===== src/core/pma_pkg.sv =====
// ************************************************************
// Shared constants for the math accelerator
// ************************************************************
package pma_pkg;
    localparam int OP_W = 16;
    localparam int ERR_W = 17;
    localparam int EXT_W = 18;
    localparam int PROD_W = 36;
    localparam int ACC_W = 35;
    localparam int WORK_W = 38;
    localparam int BYTE_W = 8;
    localparam int BUSY_MAX = 4;

    localparam logic [2:0] MODE_UNS = 3'h0;
    localparam logic [2:0] MODE_UNS_ACC = 3'h1;
    localparam logic [2:0] MODE_SGN = 3'h2;
    localparam logic [2:0] MODE_SGN_ACC = 3'h3;
    localparam logic [2:0] MODE_CTL = 3'h5;

    localparam logic [ACC_W-1:0] RESULT_RST = 35'h0_0000_0000;
    localparam logic [ERR_W-1:0] ERR_RST = 17'h0_0000;
    localparam logic [OP_W-1:0] OP_RST = 16'h0000;

    typedef enum logic [4:0] {
        ST_IDLE = 5'b0_0001,
        ST_P1 = 5'b0_0010,
        ST_P2 = 5'b0_0100,
        ST_P3 = 5'b0_1000,
        ST_FIN = 5'b1_0000
    } pma_state_t;
endpackage : pma_pkg


===== src/core/pma_mul.sv =====
`timescale 1ns/100ps
// ************************************************************
// Registered signed multiplier, one cycle of latency
// ************************************************************
module pma_mul #(
    parameter int IN_W = 18
) (
    input wire logic clk_sys_in,
    input wire logic rst_n_in,
    input wire logic ce_in,
    input wire logic signed [IN_W-1:0] a_in,
    input wire logic signed [IN_W-1:0] b_in,
    output logic signed [2*IN_W-1:0] prod_out
);
    logic signed [2*IN_W-1:0] prod_d;

    always_comb
    begin
        prod_d = prod_out;
        if (ce_in)
        begin
            prod_d = a_in * b_in;
        end
    end

    always_ff @(posedge clk_sys_in)
    begin
        if (!rst_n_in)
        begin
            prod_out <= '0;
        end
        else
        begin
            prod_out <= prod_d;
        end
    end
endmodule : pma_mul


===== src/core/pma_accel.sv =====
`timescale 1ns/100ps
// Overview of operation
// - Mode 101 selects three-term controller operation
// - Error equals set point minus input sample
// - Sum error products with three coefficients
// - Shift previous into oldest, current into previous
// - Controller mode accumulates results into output
// - Low input byte write starts, sets busy
// - Busy stays high until computation ends
// - Restored output and errors resume computation
// - Modes 000-011 compute (input+setpoint)*first coefficient
// - Modes select signedness and accumulation
// - Accumulating modes add; others replace output
// - Operands are sixteen bits wide
// - Completion flag sets as busy falls
// - Overflow wraps and sets overflow flag
// - Interrupt only for enabled flags
module pma_accel (
    input wire logic clk_sys_in,
    input wire logic rst_n_in,
    input wire logic ce_in,
    input wire logic module_enable_in,
    input wire logic [2:0] operating_mode_in,
    input wire logic [pma_pkg::OP_W-1:0] setpoint_value_in,
    input wire logic [pma_pkg::OP_W-1:0] coeff_current_in,
    input wire logic [pma_pkg::OP_W-1:0] coeff_previous_in,
    input wire logic [pma_pkg::OP_W-1:0] coeff_oldest_in,
    input wire logic input_sample_high_wr_in,
    input wire logic input_sample_low_wr_in,
    input wire logic [pma_pkg::BYTE_W-1:0] input_byte_in,
    input wire logic result_output_wr_in,
    input wire logic [pma_pkg::ACC_W-1:0] result_output_data_in,
    input wire logic previous_error_wr_in,
    input wire logic oldest_error_wr_in,
    input wire logic [pma_pkg::ERR_W-1:0] error_data_in,
    input wire logic completion_irq_enable_in,
    input wire logic overflow_irq_enable_in,
    input wire logic completion_irq_clear_in,
    input wire logic overflow_irq_clear_in,
    output logic busy_out,
    output logic [pma_pkg::ACC_W-1:0] result_output_reg_out,
    output logic [pma_pkg::ERR_W-1:0] previous_error_reg_out,
    output logic [pma_pkg::ERR_W-1:0] oldest_error_reg_out,
    output logic completion_irq_flag_out,
    output logic overflow_irq_flag_out,
    output logic irq_out
);
    // ************************************************************
    // State
    // ************************************************************
    pma_pkg::pma_state_t state_q, state_d;
    logic [2:0] mode_q, mode_d;
    logic [pma_pkg::BYTE_W-1:0] in_hi_q, in_hi_d;
    logic [pma_pkg::OP_W-1:0] in_q, in_d, set_q, set_d;
    logic [pma_pkg::OP_W-1:0] k1_q, k1_d, k2_q, k2_d, k3_q, k3_d;
    logic [pma_pkg::ERR_W-1:0] err_q, err_d, prev_q, prev_d;
    logic [pma_pkg::ERR_W-1:0] old_q, old_d;
    logic signed [pma_pkg::WORK_W-1:0] acc_q, acc_d;
    logic [pma_pkg::ACC_W-1:0] result_q, result_d;
    logic busy_q, busy_d, done_q, done_d, ovf_q, ovf_d, irq_q, irq_d;

    logic start;
    logic fin;
    logic ctl_mode;
    logic sgn_mode;
    logic acc_mode;
    logic ovf_now;
    logic [pma_pkg::OP_W-1:0] sample;
    logic [pma_pkg::EXT_W-1:0] ab_sum;
    logic signed [pma_pkg::EXT_W-1:0] mul_a, mul_b;
    logic signed [pma_pkg::PROD_W-1:0] prod;
    logic signed [pma_pkg::WORK_W-1:0] prod_ext, acc_fin, res_ext;

    assign busy_out = busy_q;
    assign result_output_reg_out = result_q;
    assign previous_error_reg_out = prev_q;
    assign oldest_error_reg_out = old_q;
    assign completion_irq_flag_out = done_q;
    assign overflow_irq_flag_out = ovf_q;
    assign irq_out = irq_q;

    // ************************************************************
    // Multiplier
    // ************************************************************
    pma_mul #(
        .IN_W(pma_pkg::EXT_W)
    ) u_mul (
        .clk_sys_in(clk_sys_in),
        .rst_n_in(rst_n_in),
        .ce_in(ce_in),
        .a_in(mul_a),
        .b_in(mul_b),
        .prod_out(prod)
    );

    // ************************************************************
    // Operand steering
    // ************************************************************
    always_comb
    begin
        ctl_mode = (mode_q == pma_pkg::MODE_CTL);
        sgn_mode = (mode_q == pma_pkg::MODE_SGN)
            || (mode_q == pma_pkg::MODE_SGN_ACC) || ctl_mode;
        // 18-bit sum of 16-bit operands extended by the mode's signedness
        if (sgn_mode)
        begin
            ab_sum = {{2{in_q[15]}}, in_q} + {{2{set_q[15]}}, set_q};
        end
        else
        begin
            ab_sum = {2'h0, in_q} + {2'h0, set_q};
        end
        mul_a = '0;
        mul_b = '0;
        case (state_q)
            pma_pkg::ST_P1:
            begin
                if (ctl_mode)
                begin
                    mul_a = {err_q[16], err_q};
                end
                else
                begin
                    mul_a = ab_sum;
                end
                mul_b = sgn_mode ? {{2{k1_q[15]}}, k1_q} : {2'h0, k1_q};
            end
            pma_pkg::ST_P2:
            begin
                mul_a = {prev_q[16], prev_q};
                mul_b = {{2{k2_q[15]}}, k2_q};
            end
            pma_pkg::ST_P3:
            begin
                mul_a = {old_q[16], old_q};
                mul_b = {{2{k3_q[15]}}, k3_q};
            end
            default:
            begin
                mul_a = '0;
                mul_b = '0;
            end
        endcase
    end

    // ************************************************************
    // Sequencer and datapath next state
    // ************************************************************
    always_comb
    begin
        sample = {in_hi_q, input_byte_in};
        // Disabled block drops the trigger entirely
        start = input_sample_low_wr_in && module_enable_in
            && !busy_q;
        fin = (state_q == pma_pkg::ST_FIN);
        acc_mode = (operating_mode_in == pma_pkg::MODE_UNS_ACC)
            || (operating_mode_in == pma_pkg::MODE_SGN_ACC)
            || (operating_mode_in == pma_pkg::MODE_CTL);
        prod_ext = {{2{prod[35]}}, prod};
        acc_fin = acc_q + prod_ext;
        if (sgn_mode)
        begin
            ovf_now = (acc_fin[37:34] != 4'h0)
                && (acc_fin[37:34] != 4'hf);
        end
        else
        begin
            ovf_now = (acc_fin[37:35] != 3'h0);
        end
        if ((operating_mode_in == pma_pkg::MODE_UNS)
            || (operating_mode_in == pma_pkg::MODE_UNS_ACC))
        begin
            res_ext = {3'h0, result_q};
        end
        else
        begin
            res_ext = {{3{result_q[34]}}, result_q};
        end

        state_d = state_q;
        mode_d = mode_q;
        in_hi_d = in_hi_q;
        in_d = in_q;
        set_d = set_q;
        k1_d = k1_q;
        k2_d = k2_q;
        k3_d = k3_q;
        err_d = err_q;
        prev_d = prev_q;
        old_d = old_q;
        acc_d = acc_q;
        result_d = result_q;
        busy_d = busy_q;
        done_d = done_q && !completion_irq_clear_in;
        ovf_d = ovf_q && !overflow_irq_clear_in;

        if (input_sample_high_wr_in && !busy_q)
        begin
            in_hi_d = input_byte_in;
        end
        if (!busy_q)
        begin
            // Restored context takes effect at the next start
            if (result_output_wr_in)
            begin
                result_d = result_output_data_in;
                res_ext = {{3{result_output_data_in[34]}},
                    result_output_data_in};
                if ((operating_mode_in == pma_pkg::MODE_UNS)
                    || (operating_mode_in == pma_pkg::MODE_UNS_ACC))
                begin
                    res_ext = {3'h0, result_output_data_in};
                end
            end
            if (previous_error_wr_in)
            begin
                prev_d = error_data_in;
            end
            if (oldest_error_wr_in)
            begin
                old_d = error_data_in;
            end
        end

        case (state_q)
            pma_pkg::ST_IDLE:
            begin
                if (start)
                begin
                    state_d = pma_pkg::ST_P1;
                    busy_d = 1'b1;
                    mode_d = operating_mode_in;
                    in_d = sample;
                    set_d = setpoint_value_in;
                    k1_d = coeff_current_in;
                    k2_d = coeff_previous_in;
                    k3_d = coeff_oldest_in;
                    err_d = {setpoint_value_in[15], setpoint_value_in}
                        - {sample[15], sample};
                    acc_d = acc_mode ? res_ext : '0;
                end
            end
            pma_pkg::ST_P1:
            begin
                state_d = ctl_mode ? pma_pkg::ST_P2 : pma_pkg::ST_FIN;
            end
            pma_pkg::ST_P2:
            begin
                acc_d = acc_q + prod_ext;
                state_d = pma_pkg::ST_P3;
            end
            pma_pkg::ST_P3:
            begin
                acc_d = acc_q + prod_ext;
                state_d = pma_pkg::ST_FIN;
            end
            pma_pkg::ST_FIN:
            begin
                // Wider work sum lets the wrap be seen before truncation
                result_d = acc_fin[pma_pkg::ACC_W-1:0];
                acc_d = acc_fin;
                busy_d = 1'b0;
                done_d = 1'b1;
                if (ovf_now)
                begin
                    ovf_d = 1'b1;
                end
                if (ctl_mode)
                begin
                    old_d = prev_q;
                    prev_d = err_q;
                end
                state_d = pma_pkg::ST_IDLE;
            end
            default:
            begin
                state_d = pma_pkg::ST_IDLE;
                busy_d = 1'b0;
            end
        endcase
        irq_d = (done_d && completion_irq_enable_in)
            || (ovf_d && overflow_irq_enable_in);
    end

    always_ff @(posedge clk_sys_in)
    begin
        if (!rst_n_in)
        begin
            state_q <= pma_pkg::ST_IDLE;
            mode_q <= pma_pkg::MODE_UNS;
            in_hi_q <= '0;
            in_q <= pma_pkg::OP_RST;
            set_q <= pma_pkg::OP_RST;
            k1_q <= pma_pkg::OP_RST;
            k2_q <= pma_pkg::OP_RST;
            k3_q <= pma_pkg::OP_RST;
            err_q <= pma_pkg::ERR_RST;
            prev_q <= pma_pkg::ERR_RST;
            old_q <= pma_pkg::ERR_RST;
            acc_q <= '0;
            result_q <= pma_pkg::RESULT_RST;
            busy_q <= 1'b0;
            done_q <= 1'b0;
            ovf_q <= 1'b0;
            irq_q <= 1'b0;
        end
        else if (ce_in)
        begin
            state_q <= state_d;
            mode_q <= mode_d;
            in_hi_q <= in_hi_d;
            in_q <= in_d;
            set_q <= set_d;
            k1_q <= k1_d;
            k2_q <= k2_d;
            k3_q <= k3_d;
            err_q <= err_d;
            prev_q <= prev_d;
            old_q <= old_d;
            acc_q <= acc_d;
            result_q <= result_d;
            busy_q <= busy_d;
            done_q <= done_d;
            ovf_q <= ovf_d;
            irq_q <= irq_d;
        end
    end

    // ************************************************************
    // Checks
    // ************************************************************
    logic [3:0] busy_cnt_q;
    logic signed [pma_pkg::PROD_W-1:0] chk_prod;

    always_ff @(posedge clk_sys_in)
    begin
        if (!rst_n_in || !busy_q)
        begin
            busy_cnt_q <= '0;
        end
        else if (ce_in && busy_cnt_q != 4'hf)
        begin
            busy_cnt_q <= busy_cnt_q + 4'h1;
        end
    end

    always_comb
    begin
        chk_prod = $signed(ab_sum) * (sgn_mode
            ? $signed({{2{k1_q[15]}}, k1_q})
            : $signed({2'h0, k1_q}));
    end
endmodule : pma_accel


===== config.mk =====
export PLATFORM = sky130hd
export DESIGN_NAME = pma_accel
export DESIGN_NICKNAME = d
export VERILOG_FILES = /design/src/core/pma_pkg.sv /design/src/core/pma_mul.sv /design/src/core/pma_accel.sv
export SDC_FILE = /design/constraint.sdc
export NUM_CORES = 2
export LEC_CHECK = 0
export BUFFER_PORTS_ARGS = -buffer_cell sky130_fd_sc_hd__clkbuf_2
export CELL_PAD_IN_SITES_DETAIL_PLACEMENT = 0
export CELL_PAD_IN_SITES_GLOBAL_PLACEMENT = 1
export CORE_UTILIZATION = 30
export CTS_BUF_LIST = sky130_fd_sc_hd__clkbuf_8
export DETAILED_ROUTE_END_ITERATION = 8
export PLACE_DENSITY = 0.61
export SYNTH_ARGS = -nofsm -noshare
export SYNTH_HDL_FRONTEND = slang
export SYNTH_SLANG_ARGS = --single-unit
export TNS_END_PERCENT = 10

===== constraint.sdc =====
create_clock -name clk_sys_in -period 11 [get_ports clk_sys_in]
set_input_delay 0 -clock clk_sys_in [delete_from_list [all_inputs] [get_ports clk_sys_in]]
set_output_delay 0 -clock clk_sys_in [all_outputs]
set_load 0.005 [all_outputs]

==> reports/results.ini <==
[flow_run]
drv_cap=0

[timing]
post-route-period-util=0.861
fin_setup_tns_ns=0
hold_viol=0
min_period_ns=9.47
fin_ws_ns=1.53
maxSlewHeadroom=0.158
fmax_mhz=106
skew_ns=0.0563
rsz0062_at_grt=no
tightestPinTransition_ns=1.25
maxSlewViolCount=0
finalSetupViolCount=0

[synthesis]
netlist_top_cells_count=504 x nand2_1, 436 x inv_1, 332 x fa_1, 321 x nor2_1, 275 x a21oi_1
syn-cell-area_sq_mm=0.0260
synth_top_area_share=0.255
synth_area_leader_cell=fa_1
syn_inst=3185
yosys-top-cells-area=fa_1 26%, dfxtp_1 20%, ha_1 7.8%, nand2_1 7.3%, inv_1 6.3%
ys.warnings.count=0
synth_edf_count=0
synthFlopType=dfxtp_1
post-synth-top-count-cell=nand2_1
avgSynthCellArea_sq_um=8.17
ys_types=76
async_reset_ff_frac=0
synth_seq_cells=260
syn_nets=3819
yosysSeqAreaShare=0.200

[layout]
diodes=0
drive_above_1_share=0.0994
finalNetCount=4123
areaGrowthSynthToFinish_pct=18.8
fill_cells=9084
final_core_util=0.361

[global_routing]
track_usage=0.205
grt_max_degree=88
antenna_found_initial=0
grt_first_pass_wirelength_microns=137000
gr-total-overflow=0
grt_pass1_vias=23100

[pwr]
p_leak_nw=14.1
p_per_area_mw_per_mm2=80.7
vdd_drop_max_mv=0.0710
power.total_w=0.00249

[drt]
drc=0
wl_per_cell_microns=19.2
firstDrtPassIters=5
vias_per_cell=4.87
drtIter0Drc=1078
drtAntennaViolNets=0
vias=22700
routed_wl_microns=89400

[setup_path]
cp_slowest_stage_delay_ns=0.91
cp_top_family=adder cells
cp.required_ns=11.52
crit_type=flip-flop to flip-flop
rr_startpoint=in_q[0]
critPathBufInv=6
startpoint=in_q[0]
arrival_ns=9.99
reg2reg_slack_ns=1.53
cpMostUsedCell=fa_1
worst_setup_path_end_kind=flip-flop
setup.worst_path.start_class=flip-flop
worstPathMaxFanout=7
slowest_stage=a221oi_1

[clock_network]
clockBufferDepth=3
cts.sinks=260
htreeDepth=2
tritoncts=built
clk_latency_ns=0.65
cts_buffers=49
cts_setup_buffers=0
root_buffer=clkbuf_8
clk_pin_slew_ns=0.06

[placement]
place_congestion=0.855
place_ws_ns=1.46
place_hpwl_microns=70600
port_buffers=212

[die]
pin_count=213
die_w_microns=297
start_util=0.304
floorplan.core_area_sq_mm=0.0855
die_area_sq_mm=0.0879
rows=107
die_h_microns=297

[min_path]
min-delay-start=module_enable_in
min_path_type=input pin to flip-flop

[outcome]
status=complete, no violations

final timing paths:
check                            end  depth (start not counted)
setup / recovery  u_mul.prod_out[35]                         36
hold / removal              k2_q[15]                          6
setup reg to reg  u_mul.prod_out[35]                         36
hold reg to reg              k2_q[5]                          2
logic make-up after synthesis:
family / count (synthesis) / synth area share
multiplexers: 57 / 0.0219
XOR/XNOR: 86 / 0.0289
adder cells (fa/ha/maj): 494 / 0.333
AND/OR/NAND/NOR: 1040 / 0.170
AO/OA/AOI/OAI: 649 / 0.160
flip-flops: 260 / 0.200
buffers and inverters: 599 / 0.0865
final cells by class:
type | count | area, sq um | share of cell area
multi-input combinational | 2326 | 18600 | 0.603
sequential | 260 | 5200 | 0.168
timing repair buffer | 416 | 3030 | 0.0980
inverter | 436 | 1640 | 0.0531
tap | 1144 | 1430 | 0.0463
clock buffer | 58 | 798 | 0.0258
clock inverter | 24 | 161 | 0.00522
state kept, by name, summed over array words and instances (netlist names), 17 cells and up:
signal,cells
previous_error_reg_out,17
u_mul.prod_out,36
oldest_error_reg_out,17
err_q,17
result_output_reg_out,35
acc_q,38
what timing repair did:
| action | in CTS | in global routing |
|---|---|---|
| endpoints found under the setup margin | 0 | 0 |
| hold buffers | 164 | 0 |
| resized for setup | 0 | 0 |
| endpoints found under the hold margin | 205 | 0 |
worst register-to-register path, delay by kind of cell (launching register included):
family	cells	cell delay, ns
muxes	1	0.15
and+or+nand+nor	6	0.71
adders and majority gates	9	3.92
buffers and inverters	6	0.43
DFF	1	0.33
xor gates and xnor gates	2	0.23
AOI/OAI and AO/OA	12	3.63
layout by cell type, fill, tap and decap left out, types with 10 or more instances in the layout:
cell type	instances
dlygate4sd3_1	164
or3_1	20
nor2_1	319
o221ai_1	17
a211oi_1	59
nand3b_1	11
ha_1	162
clkbuf_2	211
a22oi_1	17
nor2b_1	18
a311oi_1	14
a221oi_1	11
fa_1	332
nor3_1	41
and2_1	45
clkbuf_8	58
xor2_1	26
nand3_1	30
a21oi_1	274
mux2i_1	57
o21ai_0	96
a21o_1	35
a221o_1	10
o21a_1	13
a22o_1	10
inv_1	453
o211ai_1	13
xnor2_1	60
nand2b_1	16
buf_4	39
nand2_1	504
dfxtp_1	260
metal layers:
| layer | part of all wire | track usage |
|---|---|---|
| met1 | 0.43 | 0.263 |
| met2 | 0.50 | 0.359 |
| met3 | 0.037 | 0.0253 |
| met4 | 0.027 | 0.0563 |
| met5 | 0 | 0 |
stage by stage:
stage | std cells | hold slack [ns] | cell area [sq um]
3_5_place_dp | 4418 | 0.233 | 28300
6_report | 4664 | 0.0819 | 30900
2_1_floorplan | 3185 | 0.136 | 26000
3_3_place_gp | 4418 | 0.233 | 28300
5_1_grt | 4664 | 0.123 | 30900
4_1_cts | 4664 | 0.0454 | 30900
report_power, final:
part	switching, W	total (W)	internal, W
combinational	0.000274	0.000476	0.000202
clock	0.000440	0.000961	0.000521
sequential	0.0000528	0.00106	0.00100
Note: power is estimated with default switching activity, not from simulation.
